**config.mk**
```make
export PLATFORM = sky130hd
export DESIGN_NAME = sanv_ctrl
export DESIGN_NICKNAME = d
export VERILOG_FILES = /design/src/verilog/sanv_pkg.sv /design/src/verilog/sanv_ctrl.sv
export SDC_FILE = /design/constraint.sdc
export NUM_CORES = 1
export LEC_CHECK = 0
export BUFFER_PORTS_ARGS = -buffer_cell sky130_fd_sc_hd__buf_2
export CORE_UTILIZATION = 56
export CTS_BUF_LIST = sky130_fd_sc_hd__clkbuf_4
export DETAILED_ROUTE_END_ITERATION = 6
export GPL_TIMING_DRIVEN = 0
export PLACE_DENSITY_LB_ADDON = 0.15
export SYNTH_ARGS = -nofsm -noshare
export SYNTH_HDL_FRONTEND = slang
export SYNTH_SLANG_ARGS = --single-unit
```
**constraint.sdc**
```tcl
create_clock -name core_clk -period 7.5 [get_ports core_clk]
set_clock_uncertainty 0.2 [all_clocks]
set_input_delay 1.5 -clock core_clk [delete_from_list [all_inputs] [get_ports core_clk]]
set_output_delay 1.5 -clock core_clk [all_outputs]
set_load 0.005 [all_outputs]
```
**src/verilog/sanv_pkg.sv**
```systemverilog
package sanv_pkg;
	localparam logic [7:0]  ADDR_LO_OFS   = 8'h00;
	localparam logic [7:0]  ADDR_HI_OFS   = 8'h04;
	localparam logic [7:0]  DATA_LO_OFS   = 8'h08;
	localparam logic [7:0]  DATA_HI_OFS   = 8'h0C;
	localparam logic [7:0]  CTRL_OFS      = 8'h10;
	localparam logic [7:0]  KEY_OFS       = 8'h14;
	localparam logic [7:0]  FLAG_OFS      = 8'h18;
	localparam logic [7:0]  KEY_FIRST     = 8'h55;
	localparam logic [7:0]  KEY_SECOND    = 8'hAA;
	localparam int          SEL_BIT       = 7;
	localparam int          ERR_BIT       = 3;
	localparam int          WEN_BIT       = 2;
	localparam int          WR_BIT        = 1;
	localparam int          RD_BIT        = 0;
	localparam logic [2:0]  FLASH_CYCLES  = 3'h2;
	localparam logic [1:0]  RESP_OKAY     = 2'h0;
	localparam logic [1:0]  RESP_SLVERR   = 2'h2;
	localparam logic [15:0] EE_WRITE_DEF  = 16'h0010;
	typedef enum logic [2:0] {SANV_IDLE, SANV_EE_WR, SANV_FL_RD, SANV_FL_WR} sanv_op_t;
	typedef enum logic [1:0] {SANV_K0, SANV_K1, SANV_K2} sanv_key_t;
	typedef struct packed {
		logic [7:0]  addr_lo;
		logic [7:0]  addr_hi;
		logic [7:0]  data_lo;
		logic [5:0]  data_hi;
		logic        sel;
		logic        err;
		logic        wen;
		logic        wr;
		logic        rd;
		logic        done_flag;
		sanv_op_t    op;
		sanv_key_t   key;
		logic [15:0] cnt;
		logic        aw_seen;
		logic        w_seen;
		logic [7:0]  aw_addr;
		logic [31:0] w_data;
		logic [3:0]  w_strb;
		logic        bvalid;
		logic [1:0]  bresp;
		logic        rvalid;
		logic [31:0] rdata;
		logic [1:0]  rresp;
	} sanv_state_t;
	typedef struct packed {
		logic        req;
		logic        we;
		logic [13:0] addr;
		logic [13:0] wdata;
	} sanv_mem_req_t;
endpackage : sanv_pkg

```
**src/verilog/sanv_ctrl.sv**
```systemverilog
`timescale 1ns/1ps
module sanv_ctrl #(
	parameter logic [15:0] EE_WRITE_CYCLES = sanv_pkg::EE_WRITE_DEF
) (
	// Clock and reset
	input  wire logic                   core_clk,
	input  wire logic                   srst,
	// Reset cause for write-error capture
	input  wire logic                   ext_reset_event,
	// Configuration
	input  wire logic                   flash_write_permit,
	input  wire logic                   addr_protected,
	// AXI4-Lite write
	input  wire logic [7:0]             s_awaddr,
	input  wire logic                   s_awvalid,
	output logic                        s_awready,
	input  wire logic [31:0]            s_wdata,
	input  wire logic [3:0]             s_wstrb,
	input  wire logic                   s_wvalid,
	output logic                        s_wready,
	output logic [1:0]                  s_bresp,
	output logic                        s_bvalid,
	input  wire logic                   s_bready,
	// AXI4-Lite read
	input  wire logic [7:0]             s_araddr,
	input  wire logic                   s_arvalid,
	output logic                        s_arready,
	output logic [31:0]                 s_rdata,
	output logic [1:0]                  s_rresp,
	output logic                        s_rvalid,
	input  wire logic                   s_rready,
	// Memory array port
	output sanv_pkg::sanv_mem_req_t     mem_req,
	input  wire logic [13:0]            mem_rdata,
	// Core stall
	output logic                        core_stall
);
	sanv_pkg::sanv_state_t st_reg;
	sanv_pkg::sanv_state_t st_next;
	logic                  wr_fire;
	logic                  rd_fire;
	logic                  busy;
	logic                  wr_exec;
	logic                  ee_rd_now;
	logic [7:0]            wa;
	logic [31:0]           wd;
	logic                  b0;

	// Register readback shared by bus reads
	function automatic logic [31:0] read_mux(input sanv_pkg::sanv_state_t s, input logic [7:0] a);
		logic [31:0] v;
		v = 32'h0000_0000;
		if (a == sanv_pkg::ADDR_LO_OFS) begin
			v[7:0] = s.addr_lo;
		end else if (a == sanv_pkg::ADDR_HI_OFS) begin
			v[7:0] = s.addr_hi;
		end else if (a == sanv_pkg::DATA_LO_OFS) begin
			v[7:0] = s.data_lo;
		end else if (a == sanv_pkg::DATA_HI_OFS) begin
			v[5:0] = s.data_hi;
		end else if (a == sanv_pkg::CTRL_OFS) begin
			v[sanv_pkg::SEL_BIT] = s.sel;
			v[sanv_pkg::ERR_BIT] = s.err;
			v[sanv_pkg::WEN_BIT] = s.wen;
			v[sanv_pkg::WR_BIT]  = s.wr;
			v[sanv_pkg::RD_BIT]  = s.rd;
		end else if (a == sanv_pkg::FLAG_OFS) begin
			v[0] = s.done_flag;
		end
		return v; // Unlock key reads all zero
	endfunction : read_mux

	function automatic logic mapped(input logic [7:0] a);
		return (a <= sanv_pkg::FLAG_OFS) && (a[1:0] == 2'h0);
	endfunction : mapped

	assign busy      = (st_reg.op != sanv_pkg::SANV_IDLE);
	assign s_awready = !st_reg.aw_seen && !st_reg.bvalid;
	assign s_wready  = !st_reg.w_seen && !st_reg.bvalid;
	assign s_arready = !st_reg.rvalid;
	assign s_bvalid  = st_reg.bvalid;
	assign s_bresp   = st_reg.bresp;
	assign s_rvalid  = st_reg.rvalid;
	assign s_rdata   = st_reg.rdata;
	assign s_rresp   = st_reg.rresp;
	assign core_stall = (st_reg.op == sanv_pkg::SANV_FL_WR);
	assign wr_fire   = (st_reg.aw_seen || (s_awvalid && s_awready)) &&
	                   (st_reg.w_seen || (s_wvalid && s_wready));
	assign rd_fire   = s_arvalid && s_arready;

	// Write payload as held or as offered this cycle
	assign wa        = st_reg.aw_seen ? st_reg.aw_addr : s_awaddr;
	assign wd        = st_reg.w_seen ? st_reg.w_data : s_wdata;
	assign b0        = st_reg.w_seen ? st_reg.w_strb[0] : s_wstrb[0];
	// A write executes once both halves are in and no stall holds it
	assign wr_exec   = wr_fire && !st_reg.bvalid && !core_stall;

	// Data byte read strobes the array in the cycle of the control write,
	// so the byte is latched while the array drives real data, not idle noise
	assign ee_rd_now = wr_exec && b0 && !busy &&
	                   (wa == sanv_pkg::CTRL_OFS) &&
	                   wd[sanv_pkg::RD_BIT] &&
	                   !wd[sanv_pkg::SEL_BIT];

	// Memory port driven from state and from the same-cycle data byte read
	always_comb begin
		mem_req.req   = busy || ee_rd_now;
		mem_req.we    = (st_reg.op == sanv_pkg::SANV_EE_WR) || core_stall;
		mem_req.addr  = (st_reg.sel && !ee_rd_now) ? {st_reg.addr_hi[5:0], st_reg.addr_lo}
		                                           : {6'h00, st_reg.addr_lo};
		mem_req.wdata = {st_reg.data_hi, st_reg.data_lo};
	end

	// Next-state: bus slave, key detector, operation sequencer
	always_comb begin
		logic        key_hit;
		key_hit = 1'b0;
		st_next = st_reg;
		if (s_awvalid && s_awready) begin
			st_next.aw_seen = 1'b1;
			st_next.aw_addr = s_awaddr;
		end
		if (s_wvalid && s_wready) begin
			st_next.w_seen = 1'b1;
			st_next.w_data = s_wdata;
			st_next.w_strb = s_wstrb;
		end
		if (st_reg.bvalid && s_bready) begin
			st_next.bvalid = 1'b0;
		end
		if (st_reg.rvalid && s_rready) begin
			st_next.rvalid = 1'b0;
		end
		// Sequencer; done and start clear happen before software writes
		case (st_reg.op)
			sanv_pkg::SANV_EE_WR: begin
				if (st_reg.cnt <= 16'h0001) begin
					st_next.op        = sanv_pkg::SANV_IDLE;
					st_next.wr        = 1'b0;
					st_next.done_flag = 1'b1;
				end else begin
					st_next.cnt = st_reg.cnt - 16'h0001;
				end
			end
			sanv_pkg::SANV_FL_RD, sanv_pkg::SANV_FL_WR: begin
				if (st_reg.cnt <= 16'h0001) begin
					st_next.op = sanv_pkg::SANV_IDLE;
					if (st_reg.op == sanv_pkg::SANV_FL_RD) begin
						st_next.rd      = 1'b0;
						st_next.data_lo = mem_rdata[7:0];
						st_next.data_hi = mem_rdata[13:8];
					end else begin
						st_next.wr        = 1'b0;
						st_next.done_flag = 1'b1;
					end
				end else begin
					st_next.cnt = st_reg.cnt - 16'h0001;
				end
			end
			default: begin
			end
		endcase
		// Register write, stalled while the core is halted
		if (wr_exec) begin
			st_next.aw_seen = 1'b0;
			st_next.w_seen  = 1'b0;
			st_next.bvalid  = 1'b1;
			st_next.bresp   = mapped(wa) ? sanv_pkg::RESP_OKAY : sanv_pkg::RESP_SLVERR;
			if (b0) begin
				if (wa == sanv_pkg::ADDR_LO_OFS) begin
					st_next.addr_lo = wd[7:0];
				end else if (wa == sanv_pkg::ADDR_HI_OFS) begin
					st_next.addr_hi = wd[7:0];
				end else if (wa == sanv_pkg::DATA_LO_OFS) begin
					st_next.data_lo = wd[7:0];
				end else if (wa == sanv_pkg::DATA_HI_OFS) begin
					st_next.data_hi = wd[5:0];
				end else if (wa == sanv_pkg::KEY_OFS) begin
					key_hit = 1'b1;
					if (wd[7:0] == sanv_pkg::KEY_FIRST) begin
						st_next.key = sanv_pkg::SANV_K1;
					end else if (wd[7:0] == sanv_pkg::KEY_SECOND &&
					             st_reg.key == sanv_pkg::SANV_K1) begin
						st_next.key = sanv_pkg::SANV_K2;
					end else begin
						st_next.key = sanv_pkg::SANV_K0;
					end
				end else if (wa == sanv_pkg::FLAG_OFS) begin
					if (!wd[0] && st_next.done_flag == st_reg.done_flag) begin
						st_next.done_flag = 1'b0; // set beats clear only when the flag was 0
					end
				end else if (wa == sanv_pkg::CTRL_OFS) begin
					st_next.wen = wd[sanv_pkg::WEN_BIT];
					if (!wd[sanv_pkg::ERR_BIT]) begin
						st_next.err = 1'b0;
					end
					if (!busy) begin
						st_next.sel = wd[sanv_pkg::SEL_BIT];
						if (wd[sanv_pkg::RD_BIT]) begin
							st_next.rd = 1'b1;
							if (wd[sanv_pkg::SEL_BIT]) begin
								st_next.op  = sanv_pkg::SANV_FL_RD;
								st_next.cnt = {13'h0000, sanv_pkg::FLASH_CYCLES};
							end else begin
								st_next.data_lo = mem_rdata[7:0];
								st_next.rd      = 1'b0;
							end
						end else if (wd[sanv_pkg::WR_BIT] && st_reg.wen &&
						             st_reg.key == sanv_pkg::SANV_K2 &&
						             (!wd[sanv_pkg::SEL_BIT] ||
						              (flash_write_permit && !addr_protected))) begin
							// Old enable value gates start
							st_next.wr  = 1'b1;
							st_next.op  = wd[sanv_pkg::SEL_BIT] ? sanv_pkg::SANV_FL_WR
							                                    : sanv_pkg::SANV_EE_WR;
							st_next.cnt = wd[sanv_pkg::SEL_BIT]
							            ? {13'h0000, sanv_pkg::FLASH_CYCLES}
							            : EE_WRITE_CYCLES;
						end
					end
				end
			end
			if (!key_hit) begin
				st_next.key = sanv_pkg::SANV_K0;
			end
		end
		// Register read
		if (rd_fire) begin
			st_next.rvalid = 1'b1;
			st_next.rdata  = read_mux(st_reg, s_araddr);
			st_next.rresp  = mapped(s_araddr) ? sanv_pkg::RESP_OKAY : sanv_pkg::RESP_SLVERR;
		end
	end

	// State register; external reset mid-write keeps address and data
	always_ff @(posedge core_clk) begin
		if (srst) begin
			st_reg           <= '0;
			st_reg.addr_lo   <= st_reg.addr_lo;
			st_reg.addr_hi   <= st_reg.addr_hi;
			st_reg.data_lo   <= st_reg.data_lo;
			st_reg.data_hi   <= st_reg.data_hi;
			st_reg.sel       <= st_reg.sel;
			st_reg.err       <= ext_reset_event && st_reg.wr;
		end else begin
			st_reg <= st_next;
		end
	end

	// Checks
	AST_WEN_KEPT: assert property (@(posedge core_clk) disable iff (srst)
		(st_reg.wen && !(wr_fire && !st_reg.bvalid && !core_stall)) |=> st_reg.wen)
		else $error("write enable dropped by hardware");
	AST_FLAG_STICKY: assert property (@(posedge core_clk) disable iff (srst)
		(st_reg.done_flag && !(wr_fire && !st_reg.bvalid)) |=> st_reg.done_flag)
		else $error("complete flag cleared by hardware");
	AST_WR_NEEDS_WEN: assert property (@(posedge core_clk) disable iff (srst)
		($rose(st_reg.wr)) |-> $past(st_reg.wen))
		else $error("write started without prior enable");
	AST_WR_NEEDS_KEY: assert property (@(posedge core_clk) disable iff (srst)
		($rose(st_reg.wr)) |-> $past(st_reg.key) == sanv_pkg::SANV_K2)
		else $error("write started without key");
	AST_STALL_TWO: assert property (@(posedge core_clk) disable iff (srst)
		$rose(core_stall) |-> core_stall ##1 core_stall ##1 !core_stall)
		else $error("flash stall not two cycles");
	AST_DONE_SETS_FLAG: assert property (@(posedge core_clk) disable iff (srst)
		($fell(st_reg.wr) && !$past(srst)) |-> st_reg.done_flag)
		else $error("write end without complete flag");
	AST_FLRD_TWO: assert property (@(posedge core_clk) disable iff (srst)
		(st_reg.op == sanv_pkg::SANV_IDLE ##1 st_reg.op == sanv_pkg::SANV_FL_RD)
		|-> ##2 (!st_reg.rd && st_reg.op == sanv_pkg::SANV_IDLE))
		else $error("flash read not two cycles");
	AST_SEL_FROZEN: assert property (@(posedge core_clk) disable iff (srst)
		(busy && $past(busy)) |-> $stable(st_reg.sel))
		else $error("select changed while busy");
	AST_KEY_ZERO: assert property (@(posedge core_clk) disable iff (srst)
		(rd_fire && s_araddr == sanv_pkg::KEY_OFS) |=> st_reg.rdata == 32'h0000_0000)
		else $error("unlock key read nonzero");

	// Operation checks; reset capture is checked outside the reset gate
	AST_EE_RD_NEXT: assert property (@(posedge core_clk) disable iff (srst)
		ee_rd_now |=> st_reg.data_lo == 8'($past(mem_rdata)))
		else $error("data byte not latched on read");
	AST_WR_HELD: assert property (@(posedge core_clk) disable iff (srst)
		(st_reg.wr && st_reg.cnt > 16'h0001) |=> st_reg.wr)
		else $error("write ended before its count");
	AST_RD_CLEARS: assert property (@(posedge core_clk) disable iff (srst)
		(st_reg.op == sanv_pkg::SANV_FL_RD && st_reg.cnt <= 16'h0001)
		|=> !st_reg.rd)
		else $error("read bit left set after fetch");
	AST_KEY_RESET: assert property (@(posedge core_clk) disable iff (srst)
		(wr_exec && wa != sanv_pkg::KEY_OFS) |=> st_reg.key == sanv_pkg::SANV_K0)
		else $error("key detector kept state across other access");
	AST_SEL_TARGET: assert property (@(posedge core_clk) disable iff (srst)
		(busy && !st_reg.sel) |-> mem_req.addr[13:8] == 6'h00)
		else $error("data access reached program space");
	AST_ERR_ON_RESET: assert property (@(posedge core_clk)
		(srst && ext_reset_event && st_reg.wr) |=> st_reg.err)
		else $error("interrupted write left no error mark");

	// Main scenarios
	COV_EE_WRITE: cover property (@(posedge core_clk) st_reg.op == sanv_pkg::SANV_EE_WR);
	COV_FL_WRITE: cover property (@(posedge core_clk) $rose(core_stall));
	COV_FL_READ:  cover property (@(posedge core_clk) st_reg.op == sanv_pkg::SANV_FL_RD);
	COV_KEY_READY: cover property (@(posedge core_clk) st_reg.key == sanv_pkg::SANV_K2);
	COV_WRITE_ERR: cover property (@(posedge core_clk) $rose(st_reg.err));
endmodule : sanv_ctrl

```
* Yosys cells after proc, flatten, opt, wreduce, memory -nomap -nowiden
Index checks and enable logic that the tools add are counted.
** Storage, ports and cells
- Bits in registers :: 117
- Input bits :: 76
- Output and inout port bits :: 72
- Word-level logic and storage cells :: 220
** Operators by class
- $add $sub $neg :: 1
- Order comparisons :: 3
- Eq/ne operators :: 32
- Muxes and demuxes :: 94
- Bitwise gates (word level) :: 8
- Reduce and logical (&&, ||, !) cells :: 59
** Operators with widths (count)
- 16-bit 2-to-1 mux :: 9
- 41-bit 2-to-1 mux :: 3
- 110-bit 2-to-1 mux :: 1
- 8-bit 2-to-1 mux :: 13
- 14-bit 2-to-1 mux :: 4
- 43-bit 2-to-1 mux :: 1
- 8-bit by 5-bit == test with 1-bit output, second input constant :: 5
- 36-bit 2-to-1 mux :: 1
- 35-bit 2-to-1 mux :: 1
- 33-bit 2-to-1 mux :: 1
- 8-bit by 4-bit == test with 1-bit output, second input constant :: 4
- 1-bit 2-to-1 mux :: 31
- 27-bit 2-to-1 mux :: 1
- 2-bit inequality test, second input constant :: 13
- 1-bit logical AND :: 25
- 3-bit 2-to-1 mux :: 8
- 2-bit 2-to-1 mux :: 9
- 6-bit 2-to-1 mux :: 3
- 8-bit by 3-bit == test with 1-bit output, second input constant :: 2
- 16-bit by 1-bit less-or-equal comparator with 1-bit output, second input constant :: 1
- 8-bit by 5-bit less-or-equal comparator with 1-bit output, second input constant :: 2
- 8-bit zero test :: 2
- 16-bit by 1-bit subtractor with 16-bit output, second input constant :: 1
- 5-bit 2-to-1 mux :: 3
- 25 further kinds :: 53

* Depth between registers and ports, before layout
Gate-level depths: netlist of run 1.
- Depth in word-level cells :: 18
- Gate-level depth with buffers :: 9
- Gate-level depth less buffers :: 7

* Worst setup path after synthesis of run 1
No wires, ideal clock.
- Path kind :: input port to output port
- Start :: input port s_awaddr[7]
- End :: output port mem_req[22] (netlist bit)
- Data arrival time :: 3.325 ns
- Data required time :: 5.800 ns
- Path slack :: 2.475 ns
- Stages on the path :: 5
- Buffers on the path :: 0
- Path through :: or4_1 > a221oi_1 > a21boi_2 > a21boi_0 > and2_1
** RTL lines
- start, declared :: RTL line sanv_ctrl.sv:14 : input wire logic [7:0] s_awaddr,
- end, declared :: RTL line sanv_ctrl.sv:33 : output sanv_pkg::sanv_mem_req_t mem_req,

==> run summary, run 1 <==
async set-reset flop share out of synthesis: 0%
filler cell count: 686
crit path DAT: 4080 ps
Worst Setup Start Kind: primary input
mean post-synth cell area: 9.415 um2
post-layout min period: 5776 ps
initial antenna violation count: 0
htree depth: 3
status: finished, final reports clean
Slew Limit Fails: 0
layout net count: 733
number of port buffers: 94
Initial Util: 58.86%
Main synth FF type: dfxtp_1
max_cap viols: 0
YS warnings: 0
CP max stage delay: 670 ps
fin crit share: 77.01%
Die Area: 9189 um2
peak supply drop: 0.0001085 V
TritonCTS clock tree: done
core area: 8382 um2
largest net degree at the start of global routing: 21
Cell Pwr Density: 162.5 nW/um2
Core Rows: 33
TritonCTS buffer count: 9
leading area contributor after synthesis: dfxtp_1
type of the worst min-delay path: reg2reg
number of remaining DRC errors: 0
I/O pin count: 148
critical path cell sequence: buf_2 -> or4_1 -> a221oi_1 -> a21boi_2 -> a21boi_0 -> and2_1 -> buf_2
hold_buf cts: 0
setup violators final: 0
vias per inst: 5.665
commonest non-fill, non-tap cell in the layout: buf_2
Pre-antenna DRT Iters: 5
area taken by multi-input logic gates: 2357 um2
DR WL/cell: 15.79 um
max reg flops: 62
post-route antenna net violation count: 0
initial DRC count: 361
final RePlAce weighted congestion: 0.9154
Post-synth EDFFs: 32
register area: 2082 um2
Final Util: 69.00%
critical path endpoint category: output port
clk slew on worst S/H paths: 140 ps
chip width: 95.86 um
RSZ-0062 raised after global routing: no
via count: 4,334
GRT Resource Usage Total: 27.14%
cell count after synthesis: 524
leakage: 2.405 nW
worst-skew pair later-pin latency: 420 ps
post-detail-place hpwl: 9173 um
worst-margin pin slew: 800.2 ps
Routed WL: 12,080 um
number of global-route vias before repair: 4,032
slowest CP cell: a221oi_1
Crit Path Class: in2out
CTS Sinks: 88
CP most frequent cell: buf_2
share of the synthesized area in the top cell type: 22.72%
P&R area growth vs syn: 17.22%
post-synth cell types: 65
post-synthesis sequential area ratio: 42.20%
final hold vios: 0
flops & latches, synth: 88
Rel. slew slack: 46.59%
gr ovfl total: 0
ANT cells: 0
clk buf depth: 2
required time worst endpoint: 5800 ps
share of post-route cells with drive strength above 1: 29.39%
most frequent cells in the layout: buf_2, buf_4, dfxtp_1
Area contributors post-synth: dfxtp_1, edfxtp_1, buf_4
setup_tns: 0 ps
Chip Height: 95.86 um
synthesized area: 4933 um2
Max FO, Critical Path: 9
fmax: 0.1731 GHz
PostCTS Resize Cnt: 0
CTS root buf: clkbuf_4
first-pass GRT wire length: 18,930 um
post-CTS setup buffers: 0
==> through the flow <==
stage | setup WS [ps] | total power, W | area, um2 | cells | hold slack, ps
after CTS | 1726 | 0.0009405 | 5783 | 765 | 265.1
after global placement | 1750 | 0.0006747 | 5629 | 748 | 241.7
after global routing | 1496 | 0.0009765 | 5783 | 765 | 282.9
final | 1724 | 0.0009396 | 5783 | 765 | 264.8
after detailed placement | 1726 | 0.0006799 | 5643 | 749 | 246.6
after floorplan | 2475 | 0.0006285 | 5027 | 549 | 232.2
==> path summary, 6_finish.rpt <==
check / start / end / slack [ps] / depth (start not counted)
max: s_awaddr[7] / mem_req[22] / 1720 / 7
min: s_rdata[0] / s_rdata[0] / 260 / 2
max reg2reg: st_reg[82] / st_reg[86] / 4210 / 8
min reg2reg: s_rdata[0] / s_rdata[0] / 260 / 2
==> where the power goes <==
group          switching (W)  leakage [nW]  internal [W]
logic              0.0000827          1.58     0.0000664
registers          0.0000113         0.756      0.000512
clock network       0.000159        0.0691      0.000109
==> synthesized netlist by cell type, types with 7 or more instances <==
cell	n
a21oi_1	34
buf_4	58
nand2_1	22
nor3_1	13
nor2_1	50
inv_1	15
nor2b_1	10
and2_1	9
or4_1	9
dfxtp_1	56
mux2i_1	37
o21ai_0	15
or3_1	15
a22oi_1	13
clkbuf_1	16
o31ai_1	7
edfxtp_1	32
o22ai_1	9
==> per-layer routing <==
metal | global-route usage (%) | vias up | share of wire (%) | routed length, um
met3 | 4.897 | 27 | 6.3 | 758
met4 | 11.07 | 0 | 2.8 | 337
met1 | 33.47 | 2007 | 42 | 5097
met2 | 46.79 | 186 | 49 | 5887
li1 | - | 2114 | - | -
met5 | 0 | - | 0 | 0
==> critical path, delay by kind of cell <==
family	cells	cell delay [ps]
simple gates	2	810
compound gates	3	1540
buf+inv	2	210
==> final cells by class <==
cell class | count | area share, %
inverters | 15 | 0.9736
flip-flops and latches | 88 | 36.00
multi-input cells | 364 | 40.76
repair buffers | 95 | 8.265
clock buffers | 11 | 1.428
plain buffers | 82 | 9.303
well taps | 105 | 2.272
clock inverters | 5 | 0.9952
==> logic make-up after synthesis <==
kind of cell,count (synthesis),share of synthesized area [%]
compound gates,119,16.26
xor+xnor,5,0.8876
fa+ha+maj,2,0.5071
buf+inv,97,12.05
flops,88,42.20
mux,44,9.561
other cells,1,0.07601
simple gates,168,18.46
Note: power is estimated with default switching activity, not from simulation.
==> inputs of run 2 (changes only) <==
ABC_AREA = 1   (was not set)
CORE_UTILIZATION = 55   (was 56)
clock period = 5.4 ns   (was 7.5 ns; I/O delays follow)
==> run summary, run 2 <==
GRT Resource Usage Total: 29.25%
setup violators final: 0
Worst Setup Start Kind: primary input
Main synth FF type: dfxtp_1
gr ovfl total: 0
ANT cells: 0
cell count after synthesis: 779
number of remaining DRC errors: 0
Routed WL: 14,610 um
post-synth cell types: 37
largest net degree at the start of global routing: 24
Core Rows: 36
async set-reset flop share out of synthesis: 0%
final hold vios: 0
Pre-antenna DRT Iters: 5
TritonCTS buffer count: 9
Slew Limit Fails: 0
TritonCTS clock tree: done
CP most frequent cell: nand2_1
Die Area: 10,340 um2
Max FO, Critical Path: 10
CTS root buf: clkbuf_4
setup_tns: 0 ps
peak supply drop: 0.0001793 V
critical path endpoint category: output port
flops & latches, synth: 88
slowest CP cell: nand2_1
CP max stage delay: 260 ps
I/O pin count: 148
leakage: 3.168 nW
share of the synthesized area in the top cell type: 20.51%
post-layout min period: 3912 ps
synthesized area: 5466 um2
Synth top cells by count: nand2_1, nor2_1, o21ai_0
DR WL/cell: 13.93 um
required time worst endpoint: 4120 ps
count leader, synth: nand2_1
Initial Util: 56.45%
P&R area growth vs syn: 16.34%
RSZ-0062 raised after global routing: no
status: finished, final reports clean
clk slew on worst S/H paths: 140 ps
commonest non-fill, non-tap cell in the layout: nand2_1
clk buf depth: 2
Post-synth EDFFs: 32
area taken by multi-input logic gates: 2711 um2
layout net count: 989
number of global-route vias before repair: 4,891
final RePlAce weighted congestion: 0.9865
leading area contributor after synthesis: dfxtp_1
post-detail-place hpwl: 11,170 um
PostCTS Resize Cnt: 0
CTS Sinks: 88
mean post-synth cell area: 7.017 um2
number of port buffers: 94
share of post-route cells with drive strength above 1: 23.91%
chip width: 101.7 um
core area: 9684 um2
via count: 5,444
Chip Height: 101.7 um
initial DRC count: 396
worst-skew pair later-pin latency: 430 ps
worst-margin pin slew: 1314 ps
first-pass GRT wire length: 23,270 um
post-synthesis sequential area ratio: 38.09%
fmax: 0.2556 GHz
max reg flops: 62
Hold WS: 262.1 ps
post-CTS setup buffers: 0
filler cell count: 897
Area contributors post-synth: dfxtp_1, edfxtp_1, nand2_1
Cell Pwr Density: 240.7 nW/um2
type of the worst min-delay path: reg2reg
fin crit share: 72.44%
htree depth: 3
most frequent cells in the layout: nand2_1, nor2_1, buf_2
crit path DAT: 2630 ps
register area: 2082 um2
max_cap viols: 0
Crit Path Class: in2out
post-route antenna net violation count: 0
critical path cell sequence: buf_2 -> nand2_1 -> nand2_1 -> nor2_1 -> nand2_1 -> nor2_4 -> buf_4 -> nand4_1 -> nand2_1 -> nor2_1 -> buf_2
hold_buf cts: 0
YS warnings: 0
vias per inst: 5.190
initial antenna violation count: 0
Rel. slew slack: 12.41%
[run 2: cell types whose count changed after synthesis, moves of 10 or more]
cell and delta:
mux2i_1 -37, a22oi_1 -13, nand3_1 +43, nor2b_1 -10
inv_1 +45, or3_1 -15, nor2_2 +16, nand2_1 +173
o21ai_0 +49, nor2_1 +53
[run 2: cell families after synthesis]
group,Yosys count,share of synthesized area (%)
simple gates,411,33.14
buf+inv,142,14.26
compound gates,121,11.74
flops,88,38.09
xor+xnor,14,2.243
fa+ha+maj,2,0.4577
other cells,1,0.06860
[run 2: layer usage]
layer	share of wire, %	track usage, %	vias to the layer above
met4	1.0	8.027	0
li1	-	-	2731
met2	48	48.54	254
met5	0	0	-
met1	43	39.55	2442
met3	8.6	4.624	17
[run 2: worst max-delay path: cells and delay by family]
family        cells  cell delay (ps)
buf+inv           3              430
simple gates      8             1120
[run 2: final timing paths]
kind | startpoint | to | slack [ps] | depth (start not counted)
worst max-delay path | s_awaddr[3] | mem_req[22] | 1490 | 11
worst min-delay path | st_reg[45] | st_reg[45] | 260 | 2
worst max register to register | st_reg[103] | st_reg[139] | 2940 | 10
worst min register to register | st_reg[45] | st_reg[45] | 260 | 2
[run 2: per-stage QoR]
step	power (W)	std cells	worst slack, ps	instance area [um2]	utilization (%)
finish	0.001531	1049	1488	6360	65.67
global route	0.001617	1049	1337	6360	65.67
CTS	0.001534	1049	1515	6360	65.67
detailed placement	0.001166	1033	1511	6225	64.28
global placement	0.001150	1031	1509	6197	63.99
floorplan	0.001044	804	2024	5560	-
[run 2: final cells by class]
type	instances	area share, %
buffer	76	8.361
sequential	88	32.74
multi-input combinational	574	42.63
tap	133	2.617
timing repair buffer	96	7.633
inverter	66	3.895
clock buffer	10	1.180
clock inverter	6	0.9443
[run 2: report_power, final]
| part | switching [W] | internal [W] | total (W) |
|---|---|---|---|
| clock | 0.000228 | 0.000144 | 0.000373 |
| combinational | 0.000246 | 0.000139 | 0.000385 |
| sequential | 0.0000329 | 0.000740 | 0.000773 |
| total | 0.000507 | 0.00102 | 0.00153 |
==> inputs of run 3 (changes only) <==
clock period = 3.6 ns   (was 5.4 ns; I/O delays follow)
==> run summary, run 3 (synthesis gave the netlist of run 2 again) <==
status: finished, final reports clean
Crit Path Class: reg2out
GRT Resource Usage Total: 29.25%
most frequent cells in the layout: nand2_1, nor2_1, buf_2
Routed WL: 14,640 um
pre-CTS setup slack: 366.7 ps
final hold vios: 0
vias per inst: 5.200
chip width: 101.7 um
htree depth: 3
required time worst endpoint: 2680 ps
CTS Sinks: 88
post-layout min period: 3337 ps
number of global-route vias before repair: 4,891
layout net count: 989
share of post-route cells with drive strength above 1: 24.02%
leakage: 3.168 nW
I/O pin count: 148
crit path DAT: 2420 ps
max reg flops: 62
initial antenna violation count: 0
CTS root buf: clkbuf_4
setup_tns: 0 ps
Worst Setup Start Kind: register
core area: 9684 um2
ANT cells: 0
number of remaining DRC errors: 0
P&R area growth vs syn: 16.39%
Pre-antenna DRT Iters: 4
Core Rows: 36
register area: 2082 um2
peak supply drop: 0.0002693 V
clk slew on worst S/H paths: 140 ps
post-route antenna net violation count: 0
largest net degree at the start of global routing: 24
area taken by multi-input logic gates: 2714 um2
Chip Height: 101.7 um
gr ovfl total: 0
number of port buffers: 94
max_cap viols: 0
fin crit share: 92.69%
type of the worst min-delay path: reg2reg
Max FO, Critical Path: 10
Die Area: 10,340 um2
initial DRC count: 411
Initial Util: 56.45%
final worst setup slack: 263.1 ps
total power draw: 0.002299 W
worst-skew pair later-pin latency: 440 ps
Rel. slew slack: 12.21%
final RePlAce weighted congestion: 0.9865
DR WL/cell: 13.95 um
first-pass GRT wire length: 23,270 um
Slew Limit Fails: 0
filler cell count: 896
fmax: 0.2997 GHz
TritonCTS buffer count: 9
commonest non-fill, non-tap cell in the layout: nand2_1
Reg2Reg Setup Slack: 1140 ps
via count: 5,455
setup violators final: 0
hold_buf cts: 0
RSZ-0062 raised after global routing: no
TritonCTS clock tree: done
Cell Pwr Density: 361.3 nW/um2
worst-margin pin slew: 1317 ps
clk buf depth: 2
post-detail-place hpwl: 11,170 um
critical path endpoint category: output port
[run 3: layer usage]
metal | vias up | global-route usage (%) | routed length (um)
met5 | - | 0 | 0
met3 | 22 | 4.624 | 1231
li1 | 2731 | - | -
met2 | 241 | 48.54 | 6976
met4 | 0 | 8.027 | 174
met1 | 2461 | 39.55 | 6253
[run 3: worst max-delay path: stages, from the launching register on]
cell and delay [ps]:
dfxtp_1 450, inv_2 130, nand2_1 90, nand2_1 140, nor2_1 130, nand2_1 130, nor2_4 140, buf_4 190
nand4_1 190, nand2_2 200, nor2_1 70, buf_2 130
[run 3: what timing repair did]
action / CTS / global route
endpoints found under the setup margin: 0 / 4
gates resized for setup: 0 / 1
buffers inserted: 0 / 0
hold endpoints to repair: 0 / 0
[run 3: final timing paths]
path | cells after the start | from | to
setup / recovery | 11 | st_reg[83] | mem_req[22]
hold / removal | 2 | st_reg[45] | st_reg[45]
setup reg to reg | 8 | s_bvalid | st_reg[139]
hold reg to reg | 2 | st_reg[45] | st_reg[45]
[run 3: metrics by stage]
step           instance area [um2]  util, %  hold slack, ps  instances
5_1_grt                       6362    65.70           281.9       1049
3_5_place_dp                  6225    64.28           245.3       1033
4_1_cts                       6360    65.67           263.7       1049
3_3_place_gp                  6197    63.99           235.0       1031
2_1_floorplan                 5560        -           224.5        804
6_report                      6362    65.70           262.4       1049
[run 3: layout make-up]
type                            count  share of cell area, %
Tap cell                          133                  2.616
Clock buffer                       10                  1.180
Multi-Input combinational cell    574                  42.65
Timing Repair Buffer               96                  7.630
Inverter                           66                  3.894
Clock inverter                      6                 0.9440
Sequential cell                    88                  32.72
Buffer                             76                  8.358
[run 3: power breakdown]
| part | internal, W | switching (W) | leakage, nW |
|---|---|---|---|
| Combinational | 0.000209 | 0.000370 | 2.34 |
| Clock | 0.000216 | 0.000343 | 0.0738 |
| Sequential | 0.00111 | 0.0000496 | 0.756 |
